## config.mk

```make
export PLATFORM = sky130hd
export DESIGN_NAME = phy_interrupt_and_ext_control
export DESIGN_NICKNAME = d
export VERILOG_FILES = /design/src/rtl/phy_irq_pkg.sv /design/src/rtl/phy_interrupt_and_ext_control.sv /design/src/rtl/event_capture_bit.sv
export SDC_FILE = /design/constraint.sdc
export NUM_CORES = 1
export LEC_CHECK = 0
export ABC_AREA = 1
export BUFFER_PORTS_ARGS = -buffer_cell sky130_fd_sc_hd__buf_2
export CORE_MARGIN = 3
export CORE_UTILIZATION = 52
export DETAILED_ROUTE_END_ITERATION = 8
export MAX_ROUTING_LAYER = met4
export PLACE_DENSITY = 0.9
export SYNTH_ARGS = -nofsm -noshare
export SYNTH_HDL_FRONTEND = slang
export SYNTH_SLANG_ARGS = --single-unit
```

## constraint.sdc

```tcl
create_clock -name MCLK -period 1.2 [get_ports MCLK]
set_input_delay 0.18 -clock MCLK [delete_from_list [all_inputs] [get_ports MCLK]]
set_output_delay 0.18 -clock MCLK [all_outputs]
set_load 0.005 [all_outputs]
```

## src/rtl/phy_irq_pkg.sv

```systemverilog
// Register map, field layout and reset values of the interrupt and control block
package phy_irq_pkg;
  // ************************************
  // Register addresses
  // ************************************
  localparam logic [4:0] ADDR_EXT_PHY_CONTROL_TWO = 5'h18;
  localparam logic [4:0] ADDR_INTERRUPT_ENABLE_MASK = 5'h19;
  localparam logic [4:0] ADDR_INTERRUPT_PENDING_STATUS = 5'h1a;
  // ************************************
  // Control register fields
  // ************************************
  localparam int EDGE_RATE_MSB = 15;
  localparam int EDGE_RATE_LSB = 13;
  localparam int REDUCED_POWER_BIT = 12;
  localparam int JUMBO_MSB = 5;
  localparam int JUMBO_LSB = 4;
  localparam int CONN_LOOPBACK_BIT = 0;
  localparam logic [2:0] EDGE_RATE_RESET = 3'h0;
  localparam logic [2:0] EDGE_RATE_SLOWEST = 3'h3;
  localparam logic [2:0] EDGE_RATE_FASTEST = 3'h4;
  localparam logic [1:0] JUMBO_RESET = 2'h0;
  // Jumbo codes: 1.5 kB, 9 kB (12 kB at 60 ppm), 12 kB (16 kB at 70 ppm), reserved
  localparam logic [1:0] JUMBO_STANDARD = 2'h0;
  localparam logic [1:0] JUMBO_9K = 2'h1;
  localparam logic [1:0] JUMBO_12K = 2'h2;
  localparam logic [1:0] JUMBO_RESERVED = 2'h3;
  // ************************************
  // Interrupt fields
  // ************************************
  localparam int NUM_EVENTS = 15;
  localparam int PIN_ENABLE_BIT = 15;
  localparam int SUMMARY_BIT = 15;
  localparam int EV_SPEED = 14;
  localparam int EV_LINK = 13;
  localparam int EV_DUPLEX = 12;
  localparam int EV_RESERVED = 7;
  localparam int EV_DOWNSHIFT = 2;
  localparam int EV_RX_ERROR = 0;
  localparam logic [15:0] MASK_RESET = 16'h0000;
  localparam logic [15:0] MASK_WRITABLE = 16'hff7f;
  localparam logic [15:0] STATUS_RESET = 16'h0000;
endpackage : phy_irq_pkg

```

## src/rtl/phy_interrupt_and_ext_control.sv

```systemverilog
// Second extended control register and interrupt mask/status logic of one PHY port
// ************************************
// Functional notes
// ************************************
// Functional notes
// Edge-rate field bits 15:13; 011 slowest, 100 fastest; resets to 000.
// Bit 12 is a sticky reduced power enable, default off.
// Jumbo field bits 5:4: 00 1.5k, 01 9k, 10 12k, 11 reserved.
// Jumbo lengths assume 100 ppm; tighter clocks allow 12k or 16k.
// Mask bit 15 enables interrupt pin, which then follows status bit 15.
// Clearing pin enable blocks only the pin; capture keeps running.
// Station should read status once before enabling the pin.
// Mask bits 14:0 are sticky enables, bit 7 reserved, all reset zero.
// Status bits 14 to 5 report the listed link and FIFO events.
// Status bits 4 to 0 report media, carrier, downshift, resolution, rx error.
// A status read returns pending bits and clears them.
// Status bit 15 flags a pending interrupt; bits 14:0 give cause.
// Speed and duplex change events need autonegotiation enabled.
// Downshift event needs advertisement bits 8:5 of register 4 set.
// No rx error event while rx error decodes carrier extension.
// Autonegotiation enable is control bit 12 of register 0.
// Sticky bits survive soft reset while sticky-reset enable is set.
// Summary bit sets on any enabled event, clears on status read.
// Bit 0 is connector loopback enable; reserved bits read zero.
`timescale 1ns/10ps
module phy_interrupt_and_ext_control (
  input wire logic MCLK,
  input wire logic RST_B,
  input wire logic SOFT_RESET,
  input wire logic STICKY_RESET_EN,
  input wire logic [4:0] REG_ADDR,
  input wire logic [15:0] REG_WDATA,
  input wire logic REG_WR,
  input wire logic REG_RD,
  output logic [15:0] REG_RDATA,
  input wire logic [14:0] EVENT_IN,
  input wire logic AUTONEG_ENABLE,
  input wire logic [3:0] ADV_SPEED_BITS,
  input wire logic RX_ER_CARRIER_EXT,
  output logic [2:0] EDGE_RATE,
  output logic REDUCED_POWER,
  output logic [1:0] JUMBO_MODE,
  output logic CONN_LOOPBACK,
  input wire logic MGMT_IRQ_PIN_I,
  output logic MGMT_IRQ_PIN_O,
  output logic MGMT_IRQ_PIN_OE_N
);
  // ************************************
  // Decode
  // ************************************
  logic [15:0] mask;
  logic [14:0] status_bits;
  logic summary;
  logic [15:0] status_word;
  logic [15:0] ctrl_word;
  wire sel_ctrl = (REG_ADDR == phy_irq_pkg::ADDR_EXT_PHY_CONTROL_TWO);
  wire sel_mask = (REG_ADDR == phy_irq_pkg::ADDR_INTERRUPT_ENABLE_MASK);
  wire sel_status = (REG_ADDR == phy_irq_pkg::ADDR_INTERRUPT_PENDING_STATUS);
  wire wr_ctrl = REG_WR & sel_ctrl;
  wire wr_mask = REG_WR & sel_mask;
  wire rd_status = REG_RD & sel_status;
  // Sticky state returns to defaults only when retention is off
  wire sticky_clear = SOFT_RESET & ~STICKY_RESET_EN;

  // ************************************
  // Event qualification
  // ************************************
  logic [14:0] qualified;
  always_comb begin
    qualified = EVENT_IN;
    qualified[phy_irq_pkg::EV_SPEED] = EVENT_IN[phy_irq_pkg::EV_SPEED] & AUTONEG_ENABLE;
    qualified[phy_irq_pkg::EV_DUPLEX] = EVENT_IN[phy_irq_pkg::EV_DUPLEX] & AUTONEG_ENABLE;
    qualified[phy_irq_pkg::EV_DOWNSHIFT] = EVENT_IN[phy_irq_pkg::EV_DOWNSHIFT]
                                         & (&ADV_SPEED_BITS);
    qualified[phy_irq_pkg::EV_RX_ERROR] = EVENT_IN[phy_irq_pkg::EV_RX_ERROR]
                                        & ~RX_ER_CARRIER_EXT;
  end

  // ************************************
  // Pending status bits
  // ************************************
  // Capture ignores the pin enable entirely
  genvar g;
  generate
    for (g = 0; g < phy_irq_pkg::NUM_EVENTS; g = g + 1) begin : g_ev
      event_capture_bit u_bit (
        .clk(MCLK),
        .rst_b(RST_B),
        .set(qualified[g]),
        .read_clear(rd_status),
        .soft_clear(SOFT_RESET),
        .pending(status_bits[g])
      );
    end
  endgenerate

  wire enabled_event = |(qualified & mask[14:0]);
  event_capture_bit u_summary (
    .clk(MCLK),
    .rst_b(RST_B),
    .set(enabled_event),
    .read_clear(rd_status),
    .soft_clear(SOFT_RESET),
    .pending(summary)
  );
  assign status_word = {summary, status_bits};

  // ************************************
  // Control and mask registers
  // ************************************
  always_ff @(posedge MCLK or negedge RST_B) begin
    if (!RST_B) begin
      EDGE_RATE <= phy_irq_pkg::EDGE_RATE_RESET;
      REDUCED_POWER <= 1'b0;
      JUMBO_MODE <= phy_irq_pkg::JUMBO_RESET;
      CONN_LOOPBACK <= 1'b0;
    end else if (sticky_clear) begin
      EDGE_RATE <= phy_irq_pkg::EDGE_RATE_RESET;
      REDUCED_POWER <= 1'b0;
      JUMBO_MODE <= phy_irq_pkg::JUMBO_RESET;
      CONN_LOOPBACK <= 1'b0;
    end else if (wr_ctrl) begin
      EDGE_RATE <= REG_WDATA[phy_irq_pkg::EDGE_RATE_MSB:phy_irq_pkg::EDGE_RATE_LSB];
      REDUCED_POWER <= REG_WDATA[phy_irq_pkg::REDUCED_POWER_BIT];
      // Reserved code is stored as written; its length is undefined (R4 assumes 100 ppm)
      JUMBO_MODE <= REG_WDATA[phy_irq_pkg::JUMBO_MSB:phy_irq_pkg::JUMBO_LSB];
      CONN_LOOPBACK <= REG_WDATA[phy_irq_pkg::CONN_LOOPBACK_BIT];
    end
  end

  always_ff @(posedge MCLK or negedge RST_B) begin
    if (!RST_B) begin
      mask <= phy_irq_pkg::MASK_RESET;
    end else if (sticky_clear) begin
      mask <= phy_irq_pkg::MASK_RESET;
    end else if (wr_mask) begin
      mask <= REG_WDATA & phy_irq_pkg::MASK_WRITABLE;
    end
  end

  always_comb begin
    ctrl_word = 16'h0000;
    ctrl_word[phy_irq_pkg::EDGE_RATE_MSB:phy_irq_pkg::EDGE_RATE_LSB] = EDGE_RATE;
    ctrl_word[phy_irq_pkg::REDUCED_POWER_BIT] = REDUCED_POWER;
    ctrl_word[phy_irq_pkg::JUMBO_MSB:phy_irq_pkg::JUMBO_LSB] = JUMBO_MODE;
    ctrl_word[phy_irq_pkg::CONN_LOOPBACK_BIT] = CONN_LOOPBACK;
  end

  // ************************************
  // Read data
  // ************************************
  logic [15:0] next_rdata;
  always_comb begin
    if (sel_ctrl) begin
      next_rdata = ctrl_word;
    end else if (sel_mask) begin
      next_rdata = mask;
    end else if (sel_status) begin
      next_rdata = status_word;
    end else begin
      next_rdata = 16'h0000;
    end
  end

  always_ff @(posedge MCLK or negedge RST_B) begin
    if (!RST_B) begin
      REG_RDATA <= 16'h0000;
    end else if (REG_RD) begin
      REG_RDATA <= next_rdata;
    end
  end

  // ************************************
  // Interrupt pin
  // ************************************
  // Open drain: only ever pulls low, so the output bit stays zero
  wire next_pin_active = mask[phy_irq_pkg::PIN_ENABLE_BIT] & summary;
  always_ff @(posedge MCLK or negedge RST_B) begin
    if (!RST_B) begin
      MGMT_IRQ_PIN_OE_N <= 1'b1;
      MGMT_IRQ_PIN_O <= 1'b0;
    end else begin
      MGMT_IRQ_PIN_OE_N <= ~next_pin_active;
      MGMT_IRQ_PIN_O <= 1'b0;
    end
  end
endmodule : phy_interrupt_and_ext_control

```

## src/rtl/event_capture_bit.sv

```systemverilog
// One pending event bit: set by an event, cleared by a status read or soft reset
`timescale 1ns/10ps
module event_capture_bit (
  input wire logic clk,
  input wire logic rst_b,
  input wire logic set,
  input wire logic read_clear,
  input wire logic soft_clear,
  output logic pending
);
  // Set wins over a read in the same cycle so no event is lost
  logic next_pending;
  assign next_pending = set | (pending & ~read_clear & ~soft_clear);

  always_ff @(posedge clk or negedge rst_b) begin
    if (!rst_b) begin
      pending <= 1'b0;
    end else begin
      pending <= next_pending;
    end
  end
endmodule : event_capture_bit

```

; ---- Word level (Yosys, flattened, before mapping)
; Cells that the tools add are included.
[classes]
eq_ne = 3
muxes = 13
bitwise = 63
reduce_logical = 4
[ops]
columns = cell, count
row1 = 16-bit two-way mux, 5
row2 = 1-bit bitwise AND, 41
row3 = 1-bit bitwise OR, 16
row4 = 15-bit bitwise AND, 1
row5 = 5-bit == test (second input constant), 3
row6 = 15-bit OR reduction, 1
row7 = 3-bit two-way mux, 2
row8 = 1-bit inverter, 5
row9 = 1-bit two-way mux, 4
row10 = 2-bit two-way mux, 2
row11 = 4-bit AND reduction, 1
row12 = 2-bit nonzero test, 2
[totals]
regBits = 56
input_bits = 49
wordCells = 106

; ---- Depth between registers and ports, before layout
; Gate-level depths: netlist (run 1).
[logic_depth]
ltp_word = 6
mapped_depth = 8
mapped_depth_nobuf = 7

; ---- Hierarchy
; Synthesis (run 1) repeated with hierarchy kept, for this count alone.
[unflattened]
cells_unflattened = 385
area_unflattened_um2 = 2778.9
[modules_own_cells]
columns = module, instances, cells_per_inst, area_each_um2, seq_area_each_um2
row1 = phy_interrupt_and_ext_control, 1, 289, 2058.2, 977.2
row2 = event_capture_bit, 16, 6, 45.0, 25.0

; ---- Worst setup path after synthesis (run 1)
; Ideal clock, no wire load.
[synth_path]
kind = input-to-reg
startpoint = in REG_ADDR[2]
endpoint = reg mask[10]
setup_ps = 117
t_arrival_ps = 906
required_ps = 1083
path_slack_ps = 177
stages = 7
cell_sequence = inv_1 > nand3_1 > nor2_8 > nand2_8 > buf_6 > nand3_1 > nand2_1
[synth_between]
elab_chain_len = 3
[synth_lines]
columns = item, line_no
row1 = start: declaration, phy_interrupt_and_ext_control.sv:31  ; input wire logic [4:0] REG_ADDR,
row2 = 5-bit == test, phy_interrupt_and_ext_control.sv:57  ; wire sel_mask = (REG_ADDR == phy_irq_pkg::ADDR_INTERRUPT_ENABLE_MASK);
row3 = 1-bit bitwise AND, phy_interrupt_and_ext_control.sv:60  ; wire wr_mask = REG_WR & sel_mask;
row4 = 2-bit nonzero test (no source line), -
row5 = end signal: assignment, phy_interrupt_and_ext_control.sv:133  ; mask <= phy_irq_pkg::MASK_RESET;
row6 = end signal: assignment, phy_interrupt_and_ext_control.sv:135  ; mask <= phy_irq_pkg::MASK_RESET;
row7 = end signal: assignment, phy_interrupt_and_ext_control.sv:137  ; mask <= REG_WDATA & phy_irq_pkg::MASK_WRITABLE;
row8 = end: declaration, phy_interrupt_and_ext_control.sv:51  ; logic [15:0] mask;
; No other way between the ends.
; A chain may end at the register's enable or synchronous reset.

; ---- Worst setup path after layout (run 1)
[layout_path]
startpoint = reg MGMT_IRQ_PIN_OE_N
endpoint = out MGMT_IRQ_PIN_OE_N
[layout_lines]
columns = item, line_no
row1 = start: declaration, phy_interrupt_and_ext_control.sv:46  ; output logic MGMT_IRQ_PIN_OE_N
row2 = start signal: assignment, phy_interrupt_and_ext_control.sv:183  ; MGMT_IRQ_PIN_OE_N <= ~next_pin_active;
; No word-level cell between the ends.

==> impl_table.tex, run 1 <==
\begin{tabular}{lr}
\hline
Metric & Value \\
\hline
\multicolumn{2}{l}{\textbf{Yosys}} \\
Yosys cell types & 25 \\
Synth warnings & 0 \\
Top area cells in the synthesized netlist & sky130\_fd\_sc\_hd\_\_dfrtp\_1 49\%, sky130\_fd\_sc\_hd\_\_nand2\_1 19\%, sky130\_fd\_sc\_hd\_\_nand3\_1 9.3\% \\
Net count of the mapped netlist & 386 \\
Flip-flop and latch count after synthesis & 55 \\
Syn Std Cell Area & 2750 um\^{}2 \\
Count leader, synth & sky130\_fd\_sc\_hd\_\_nand2\_1 \\
Ys flop type & sky130\_fd\_sc\_hd\_\_dfrtp\_1 \\
Synthesized netlist cell count & 337 \\
Average size of a mapped cell & 8.16 um\^{}2 \\
Cell accounting for the most synthesized area & sky130\_fd\_sc\_hd\_\_dfrtp\_1 \\
Commonest cells in the synthesized netlist & 138 x sky130\_fd\_sc\_hd\_\_nand2\_1, 54 x sky130\_fd\_sc\_hd\_\_dfrtp\_1, 51 x sky130\_fd\_sc\_hd\_\_nand3\_1 \\
Number of flops mapped to enable cells by yosys & 0 \\
Post-synthesis sequential area ratio & roughly half \\
Share of flip-flops with an asynchronous set or reset & 100\% \\
Portion of synthesized cell area occupied by the leading cell type & 49.1\% \\
\multicolumn{2}{l}{\textbf{Worst setup path}} \\
Family with the most delay on the worst path & flip-flops \\
Type of the worst setup path & reg2out \\
Cell-by-cell trace of the critical path & buf\_2 \\
CP Launch Type & flip-flop \\
Buffers and inverters on the worst path & 1 \\
Critical path arrival & 0.92 ns \\
CP Capture Type & primary output \\
Required time of the critical path & 1.02 ns \\
Slowest-stage cell, CP & sky130\_fd\_sc\_hd\_\_dfstp\_2 \\
Stage delay of the slowest cell on the critical path & around 0.52 ns \\
Critical path fanouts, max & 1 \\
\multicolumn{2}{l}{\textbf{Pwr}} \\
Leakage power & 0.00191 uW \\
Final Power & 3490 uW \\
Worst vdd ir & 0.000470 V \\
Power per Cell Area & 1050 nW/um\^{}2 \\
\multicolumn{2}{l}{\textbf{Floorplan}} \\
Initial core utilization & 56.0\% \\
FP Rows & 25 \\
Die X & 78.7 um \\
Num ports & 74 \\
Placeable core region & 4910 um\^{}2 \\
Die Span Y & 78.7 um \\
Die area & 6200 um\^{}2 \\
\multicolumn{2}{l}{\textbf{STA}} \\
Total Negative Setup Slacks & 0 ns \\
Fin crit period & 1.10 ns \\
Worst clock skew on the final layout & 0.0112 ns \\
Final hold violations & 0 \\
Final-report setup violation count & 0 \\
Post-route clock period utilization & between 90 and 100\% \\
Highest achievable clock rate & 913 MHz \\
RSZ-0062 raised after global routing & no \\
Fin. max-slew vios & 0 \\
\multicolumn{2}{l}{\textbf{Clocking}} \\
CTS H-tree lvls & 2 \\
Worst-path clk slew & 0.09 ns \\
Quantity of hold-fixing buffers added after cts & 1 \\
Insertion delay of the later-clocked pin in the worst-skew pair & between 0.3 and 0.4 ns \\
Clock net sink count & 55 \\
Clock tree from TritonCTS & built \\
Clock Tree Buf Depth & 2 \\
Resized cells post-CTS & 0 \\
Buffers inserted by post-CTS timing repair & 0 \\
Inserted Clock Buffers & 5 \\
Buffer cell driving the clock tree root & sky130\_fd\_sc\_hd\_\_clkbuf\_8 \\
\multicolumn{2}{l}{\textbf{GRT}} \\
Largest net degree at the start of global routing & 56 \\
GRT Overall Usage & 24.4\% \\
First-pass GRT wire length & 11.6 mm \\
Number of global-route vias before repair & 2439 \\
Number of antenna violations at the first check in global routing & 0 \\
Total congestion overflow after global routing & 0 \\
\multicolumn{2}{l}{\textbf{Routing}} \\
Routed length per placed instance & 14.6 um \\
DRT iter0 DRCs & 281 \\
Vias per cell & 5.20 \\
Routed length on met1 & 2.88 mm \\
Number of vias in the routed layout & 2495 \\
Amount of wire on met2 after detailed routing & 3.43 mm \\
Post-route DRC & 0 \\
Router iterations before antenna repair & 4 \\
Met3 Routed Length & 541 um \\
Aggregate routed wire length & 7.00 mm \\
Highest metal layer with signal wires & met4 \\
Antenna-violating nets left & 0 \\
\multicolumn{2}{l}{\textbf{Final layout}} \\
Area occupied by multi-input gates & 1160 um\^{}2 \\
Layout cell share with drive strength beyond 1 & 25.7\% \\
Number of diodes & 0 \\
Layout-stage area growth over the synthesis result & 20.3\% \\
Count of nets after finishing & 461 \\
Layout filler cell count & 390 \\
Non-Filler Cell Area, Final & 3310 um\^{}2 \\
Final standard cell utilization of the core & 67.4\% \\
Sequential cell area & 1380 um\^{}2 \\
\multicolumn{2}{l}{\textbf{Min path}} \\
Class of the worst hold path & in2reg \\
\multicolumn{2}{l}{\textbf{Job}} \\
Count of max-cap constraint violations & 0 \\
\multicolumn{2}{l}{\textbf{Placement}} \\
Total cell area at the placement stage & 3190 um\^{}2 \\
Weighted congestion reported at the end of routability-driven placement & 0.807 \\
IO buf count & 70 \\
Half-perimeter wire length after detailed placement & 4.98 mm \\
\multicolumn{2}{l}{\textbf{Run status}} \\
Result of the run & finished, final reports clean \\
\hline
\end{tabular}
## routing by layer
layer / up-vias / track usage (%)
met5: - / -
met2: 118 / 39.0
met3: 14 / 3.29
li1: 1233 / -
met1: 1130 / 32.1
met4: 0 / 8.92
## cells in the final DEF (no fill, tap or decap), drive strengths merged, types with 2 or more instances in the layout
cell type	n
o21ai	2
clkbuf	7
nand3	57
buf	81
inv	23
o21a	6
nor2	18
nand2	141
nand4	10
dfrtp	54
o21bai	9
## sequential cells by signal, indices dropped and copies added, names as in the netlist
name / count
CONN_LOOPBACK: 1
EDGE_RATE: 3
JUMBO_MODE: 2
MGMT_IRQ_PIN_OE_N: 1
REDUCED_POWER: 1
REG_RDATA: 16
g_ev.u_bit.pending: 15
mask: 15
u_summary.pending: 1
## metrics by stage
| stage | hold slack [ns] | std cells | setup WS [ns] |
|---|---|---|---|
| 2_1_floorplan | -0.116 | 337 | 0.177 |
| 3_3_place_gp | 0.196 | 471 | 0.0516 |
| 3_5_place_dp | 0.197 | 471 | 0.0262 |
| 4_1_cts | 0.0602 | 480 | 0.0988 |
| 5_1_grt | 0.0751 | 480 | 0.0739 |
| 6_report | 0.0648 | 480 | 0.105 |
## final timing paths
check	from	to	slack, ns	cells after the start
min	EVENT_IN[7]	g_ev[7].u_bit.pending	0.06	2
max reg2reg	mask[11]	u_summary.pending	0.17	6
min in group asynchronous	RST_B	mask[8]	0.37	3
min reg2reg	u_summary.pending	MGMT_IRQ_PIN_OE_N	0.46	1
max in group asynchronous	RST_B	MGMT_IRQ_PIN_OE_N	0.52	3
max	MGMT_IRQ_PIN_OE_N	MGMT_IRQ_PIN_OE_N	0.10	1
## logic make-up after synthesis
family	synth area share, %
buffers and inverters	7.73
AOI/OAI and AO/OA	4.46
and+or+nand+nor	37.6
other	0.136
DFF	50.1
## final cells by class
| type | count | area share (%) |
|---|---|---|
| multi-input combinational | 244 | 35.1 |
| inverter | 24 | 3.10 |
| clock inverter | 1 | 0.227 |
| clock buffer | 7 | 2.91 |
| sequential | 55 | 41.6 |
| timing repair buffer | 82 | 14.5 |
| tap | 67 | 2.53 |
## power by group
part / switching, uW / total (uW) / internal (uW)
Clock: 591 / 1120 / 526
Combinational: 240 / 398 / 158
Sequential: 50.3 / 1970 / 1920
Note: power is estimated with default switching activity, not from simulation.
==> inputs of run 2 (changes only) <==
--- a/config.mk
+++ b/config.mk
@@ -12,6 +12,7 @@
 export DETAILED_ROUTE_END_ITERATION = 8
 export MAX_ROUTING_LAYER = met4
 export PLACE_DENSITY = 0.9
+export REMOVE_ABC_BUFFERS = 1
 export SYNTH_ARGS = -nofsm -noshare
 export SYNTH_HDL_FRONTEND = slang
 export SYNTH_SLANG_ARGS = --single-unit
==> impl_table.tex, run 2 (same netlist as run 1, synthesis figures left out) <==
\begin{tabular}{lr}
\hline
Metric & Value \\
\hline
\multicolumn{2}{l}{\textbf{STA}} \\
RSZ-0062 raised after global routing & no \\
Fin. max-slew vios & 0 \\
Final hold violations & 0 \\
Smallest setup slack after layout & 0.0961 ns \\
Final-report setup violation count & 0 \\
Total Negative Setup Slacks & 0 ns \\
Worst clock skew on the final layout & 0.00151 ns \\
Fin crit period & $\sim$1.1 ns \\
Post-route clock period utilization & between 90\% and 100\% \\
Highest achievable clock rate & 906 MHz \\
\multicolumn{2}{l}{\textbf{Min path}} \\
Endpoint of the worst hold-timing path & g\_ev[7].u\_bit.pending \\
Class of the worst hold path & in2reg \\
Hold path depth & 2 \\
HP Start & EVENT\_IN[7] \\
\multicolumn{2}{l}{\textbf{Clocking}} \\
Inserted Clock Buffers & 5 \\
Worst-path clk slew & 0.09 ns \\
Resized cells post-CTS & 0 \\
Buffer cell driving the clock tree root & sky130\_fd\_sc\_hd\_\_clkbuf\_8 \\
Insertion delay of the later-clocked pin in the worst-skew pair & 0.31 ns \\
Clock net sink count & 55 \\
Buffers inserted by post-CTS timing repair & 0 \\
Clock tree from TritonCTS & built \\
Clock Tree Buf Depth & 2 \\
Quantity of hold-fixing buffers added after cts & 1 \\
CTS H-tree lvls & 2 \\
\multicolumn{2}{l}{\textbf{Floorplan}} \\
Num ports & between 70 and 80 \\
Placeable core region & between 4000 and 5000 um\^{}2 \\
Die area & approximately 6200 um\^{}2 \\
Die X & 78.7 um \\
Initial core utilization & 56.0\% \\
FP Rows & 25 \\
Die Span Y & 78.7 um \\
\multicolumn{2}{l}{\textbf{Placement}} \\
IO buf count & 70 \\
Half-perimeter wire length after detailed placement & 5.11 mm \\
Total cell area at the placement stage & 3200 um\^{}2 \\
Weighted congestion reported at the end of routability-driven placement & 0.934 \\
Setup WS pre-CTS & -0.0158 ns \\
\multicolumn{2}{l}{\textbf{GRT}} \\
First-pass GRT wire length & 11.0 mm \\
Total congestion overflow after global routing & 0 \\
Number of antenna violations at the first check in global routing & 0 \\
Number of global-route vias before repair & 2402 \\
Largest net degree at the start of global routing & 22 \\
GRT Overall Usage & 23.4\% \\
\multicolumn{2}{l}{\textbf{Routing}} \\
DRT iter0 DRCs & around 230 \\
Vias per cell & 5.25 \\
Router iterations before antenna repair & 5 \\
Post-route DRC & 0 \\
Number of vias in the routed layout & 2518 \\
Routed length per placed instance & 13.8 um \\
Antenna-violating nets left & 0 \\
Aggregate routed wire length & $\sim$6.6 mm \\
\multicolumn{2}{l}{\textbf{Worst setup path}} \\
Required time of the critical path & 1.02 ns \\
Buffers and inverters on the worst path & 1 \\
Number of cell instances on the worst register-to-register path & 6 \\
Type of the worst setup path & reg2out \\
Stage delay of the slowest cell on the critical path & 0.52 ns \\
R2R Setup Slk & 0.18 ns \\
Cell-by-cell trace of the critical path & buf\_2 \\
Terminus of the critical flop-to-flop path & u\_summary.pending \\
CP Launch Type & flip-flop \\
CP Capture Type & primary output \\
Slowest-stage cell, CP & sky130\_fd\_sc\_hd\_\_dfstp\_2 \\
Worst reg2reg path startpoint & mask[13] \\
Family with the most delay on the worst path & flip-flops \\
Critical path fanouts, max & 1 \\
Critical path arrival & 0.92 ns \\
\multicolumn{2}{l}{\textbf{Final layout}} \\
Most frequent standard cell in the layout excluding fill and tap cells & sky130\_fd\_sc\_hd\_\_nand2\_1 \\
Layout cell share with drive strength beyond 1 & 25.4\% \\
Count of nets after finishing & approximately 460 \\
Number of diodes & 0 \\
Number of flip-flops in the largest register & 16 \\
Non-Filler Cell Area, Final & approximately 3300 um\^{}2 \\
Final standard cell utilization of the core & 67.5\% \\
Largest register by flop count & REG\_RDATA \\
Largest regs & REG\_RDATA x16, g\_ev.u\_bit.pending x15, mask x15 \\
Layout filler cell count & 404 \\
Most used cells in the layout excluding fill and tap cells & 138 x sky130\_fd\_sc\_hd\_\_nand2\_1, 70 x sky130\_fd\_sc\_hd\_\_buf\_2, 54 x sky130\_fd\_sc\_hd\_\_dfrtp\_1 \\
Layout-stage area growth over the synthesis result & 20.5\% \\
\multicolumn{2}{l}{\textbf{Pwr}} \\
Worst vdd ir & $\sim$0.00065 V \\
Leakage power & around 0.0019 uW \\
Power per Cell Area & roughly 1100 nW/um\^{}2 \\
\multicolumn{2}{l}{\textbf{Job}} \\
Count of max-cap constraint violations & 0 \\
\multicolumn{2}{l}{\textbf{Run status}} \\
Result of the run & finished, final reports clean \\
\hline
\end{tabular}
## run 2: cell types whose count changed in the layout (fill, tap and decap cells not counted), sizes merged
cell      change
bufinv        +1
clkbuf        -1
clkinvlp      -1
buf           +1
## run 2: power by group
group / internal (uW) / switching [uW]
clock network: 613 / 578
logic: 161 / 234
registers: 1920 / 50.7
## run 2: metrics by stage
step	cells	hold WS (ns)	power, uW
floorplan	323	-0.116	2150
global placement	472	0.0824	2380
detailed placement	472	0.0877	2400
CTS	480	0.0543	3570
global route	480	0.0607	3690
finish	480	0.0580	3560
## run 2: worst max path at each step
stage / startpoint / slack, ns / cells after the start / end
finish: MGMT_IRQ_PIN_OE_N / 0.1 / 1 / MGMT_IRQ_PIN_OE_N
global route: MGMT_IRQ_PIN_OE_N / 0.08 / 1 / MGMT_IRQ_PIN_OE_N
CTS: MGMT_IRQ_PIN_OE_N / 0.09 / 1 / MGMT_IRQ_PIN_OE_N
detailed placement: REG_ADDR[3] / -0.02 / 7 / EDGE_RATE[1]
global placement: REG_ADDR[3] / 0.02 / 7 / CONN_LOOPBACK
floorplan: REG_ADDR[2] / 0.14 / 6 / u_summary.pending
## run 2: metal layers
metal	part of all wire, %	GRT usage, %	vias to the layer above
met3	5.4	4.65	8
met1	44	30.2	1197
li1	-	-	1230
met2	49	37.2	83
met4	1.1	8.22	0
met5	0	-	-
## run 2: layout make-up
class,count,area (um^2),share of cell area [%]
sequential,55,1380,41.6
clock buffer,6,72.6,2.19
tap,67,83.8,2.53
inverter,24,103,3.10
clock inverter,1,30.0,0.906
timing repair buffer,83,488,14.7
multi-input combinational,244,1160,35.0
==> inputs of run 3 (changes only) <==
--- a/config.mk
+++ b/config.mk
@@ -6,7 +6,8 @@
 export NUM_CORES = 1
 export LEC_CHECK = 0
 export ABC_AREA = 1
-export BUFFER_PORTS_ARGS = -buffer_cell sky130_fd_sc_hd__buf_2
+export BUFFER_PORTS_ARGS = -buffer_cell sky130_fd_sc_hd__buf_4
+export CORE_ASPECT_RATIO = 1.2
 export CORE_MARGIN = 3
 export CORE_UTILIZATION = 52
 export DETAILED_ROUTE_END_ITERATION = 8
==> impl_table.tex, run 3 (same netlist as run 1, synthesis figures left out) <==
\begin{tabular}{lr}
\hline
Metric & Value \\
\hline
\multicolumn{2}{l}{\textbf{Final layout}} \\
Final standard cell utilization of the core & 68.9\% \\
Layout filler cell count & 412 \\
Number of diodes & 0 \\
Post-Layout Cell Count & around 470 \\
Count of nets after finishing & 461 \\
Most used cells in the layout excluding fill and tap cells & 138 x sky130\_fd\_sc\_hd\_\_nand2\_1, 78 x sky130\_fd\_sc\_hd\_\_buf\_4, 54 x sky130\_fd\_sc\_hd\_\_dfrtp\_1 \\
Layout cell share with drive strength beyond 1 & between 20\% and 30\% \\
Number of flip-flops in the largest register & 16 \\
Most frequent standard cell in the layout excluding fill and tap cells & sky130\_fd\_sc\_hd\_\_nand2\_1 \\
Layout-stage area growth over the synthesis result & 25.5\% \\
Largest register by flop count & REG\_RDATA \\
Largest regs & REG\_RDATA x16, g\_ev.u\_bit.pending x15, mask x15 \\
Non-Filler Cell Area, Final & 3450 um\^{}2 \\
\multicolumn{2}{l}{\textbf{Worst setup path}} \\
Buffers and inverters on the worst path & 1 \\
Stage delay of the slowest cell on the critical path & between 0.5 and 0.6 ns \\
Cell-by-cell trace of the critical path & buf\_4 \\
Critical Path Start & MGMT\_IRQ\_PIN\_OE\_N \\
Worst reg2reg path startpoint & mask[13] \\
R2R Setup Slk & approximately 0.17 ns \\
CP Capture Type & primary output \\
Number of cell instances on the worst register-to-register path & 6 \\
CP Launch Type & flip-flop \\
Critical path fanouts, max & 1 \\
Family with the most delay on the worst path & flip-flops \\
Slowest-stage cell, CP & sky130\_fd\_sc\_hd\_\_dfstp\_2 \\
Critical path arrival & 0.93 ns \\
Type of the worst setup path & reg2out \\
Required time of the critical path & 1.02 ns \\
Terminus of the critical flop-to-flop path & u\_summary.pending \\
\multicolumn{2}{l}{\textbf{Floorplan}} \\
FP Rows & 28 \\
Die Span Y & 85.7 um \\
Die X & 72.4 um \\
Placeable core region & 5010 um\^{}2 \\
Initial core utilization & 54.9\% \\
Die area & 6200 um\^{}2 \\
Num ports & 74 \\
\multicolumn{2}{l}{\textbf{Pwr}} \\
Internal portion of total power & 2540 uW \\
Switching Power & a little under 900 uW \\
Part of the total power dissipated in the clock network & 29.2\% \\
Leakage power & 0.00194 uW \\
Combinational share of power & 13.2\% \\
Power per Cell Area & about 990 nW/um\^{}2 \\
Share of total power consumed by net switching & about a quarter \\
Worst vdd ir & 0.000617 V \\
Reg power frac & 57.7\% \\
\multicolumn{2}{l}{\textbf{Clocking}} \\
Quantity of hold-fixing buffers added after cts & 1 \\
Resized cells post-CTS & 0 \\
Clock tree from TritonCTS & built \\
Buffers inserted by post-CTS timing repair & 0 \\
CTS H-tree lvls & 2 \\
Clock Tree Buf Depth & 2 \\
Worst-path clk slew & roughly 0.10 ns \\
Inserted Clock Buffers & 5 \\
Insertion delay of the later-clocked pin in the worst-skew pair & 0.31 ns \\
Clock net sink count & 55 \\
Buffer cell driving the clock tree root & sky130\_fd\_sc\_hd\_\_clkbuf\_8 \\
\multicolumn{2}{l}{\textbf{Placement}} \\
Number of cells after detailed placement & 464 \\
Setup WS pre-CTS & -0.0838 ns \\
Weighted congestion reported at the end of routability-driven placement & a little under 0.9 \\
Half-perimeter wire length after detailed placement & 5.07 mm \\
IO buf count & 70 \\
Total cell area at the placement stage & 3360 um\^{}2 \\
\multicolumn{2}{l}{\textbf{Min path}} \\
Endpoint of the worst hold-timing path & g\_ev[9].u\_bit.pending \\
HP Start & EVENT\_IN[9] \\
Class of the worst hold path & in2reg \\
Hold path depth & 3 \\
\multicolumn{2}{l}{\textbf{GRT}} \\
Number of global-route vias before repair & 2547 \\
Total congestion overflow after global routing & 0 \\
GRT Overall Usage & 24.3\% \\
Largest net degree at the start of global routing & 26 \\
First-pass GRT wire length & 11.4 mm \\
Number of antenna violations at the first check in global routing & 0 \\
\multicolumn{2}{l}{\textbf{Job}} \\
Count of max-cap constraint violations & 0 \\
\multicolumn{2}{l}{\textbf{Routing}} \\
Routed length per placed instance & 14.5 um \\
Antenna-violating nets left & 0 \\
Aggregate routed wire length & 6.85 mm \\
Number of vias in the routed layout & 2529 \\
Vias per cell & 5.35 \\
Router iterations before antenna repair & 4 \\
DRT iter0 DRCs & 210 \\
Post-route DRC & 0 \\
\multicolumn{2}{l}{\textbf{STA}} \\
Worst clock skew on the final layout & 0.00394 ns \\
Post-route clock period utilization & 92.6\% \\
Fin crit period & 1.11 ns \\
Total Negative Setup Slacks & 0 ns \\
RSZ-0062 raised after global routing & no \\
Final-report setup violation count & 0 \\
Final hold violations & 0 \\
Smallest setup slack after layout & a little under 0.09 ns \\
Highest achievable clock rate & $\sim$900 MHz \\
Fin. max-slew vios & 0 \\
\multicolumn{2}{l}{\textbf{Run status}} \\
Result of the run & finished, final reports clean \\
\hline
\end{tabular}
[run 3: cell count changes in the layout (fill, tap and decap cells not counted)]
cell	before	now
sky130_fd_sc_hd__buf_2	70	0
sky130_fd_sc_hd__bufinv_16	1	0
sky130_fd_sc_hd__buf_4	9	78
sky130_fd_sc_hd__clkbuf_1	1	2
sky130_fd_sc_hd__clkinv_2	0	1
[run 3: cell type report]
class | instances | area [um^2] | area share, %
flip-flops and latches | 55 | 1380 | 39.9
multi-input cells | 244 | 1160 | 33.6
repair buffers | 82 | 656 | 19.0
inverters | 24 | 103 | 2.97
clock buffers | 7 | 76.3 | 2.21
well taps | 60 | 75.1 | 2.17
clock inverters | 1 | 5.00 | 0.145
[run 3: power by group through the flow]
stage	clock (uW)	sequential (uW)	combinational [uW]
2_1_floorplan	0	1990	154
3_3_place_gp	0	2000	434
3_5_place_dp	0	2000	448
4_1_cts	1010	1970	452
5_1_grt	1080	1980	501
6_report	995	1970	450
[run 3: metal layers]
metal,track usage (%),share of wire (%)
met1,28.5,38
met2,40.0,51
met3,4.81,8.2
met4,10.9,2.6
met5,-,0
[run 3: worst max-delay path by stage]
stage | endpoint | slack, ns | cells past startpoint
floorplan | u_summary.pending | 0.14 | 6
global placement | JUMBO_MODE[1] | 0.04 | 6
detailed placement | JUMBO_MODE[1] | -0.08 | 6
CTS | MGMT_IRQ_PIN_OE_N | 0.08 | 1
global route | MGMT_IRQ_PIN_OE_N | 0.05 | 1
finish | MGMT_IRQ_PIN_OE_N | 0.09 | 1
[run 3: stage by stage]
stage	hold WS, ns	total power [uW]
2_1_floorplan	-0.116	2150
3_3_place_gp	0.105	2430
3_5_place_dp	0.106	2450
4_1_cts	0.0676	3420
5_1_grt	0.0701	3550
6_report	0.0691	3410
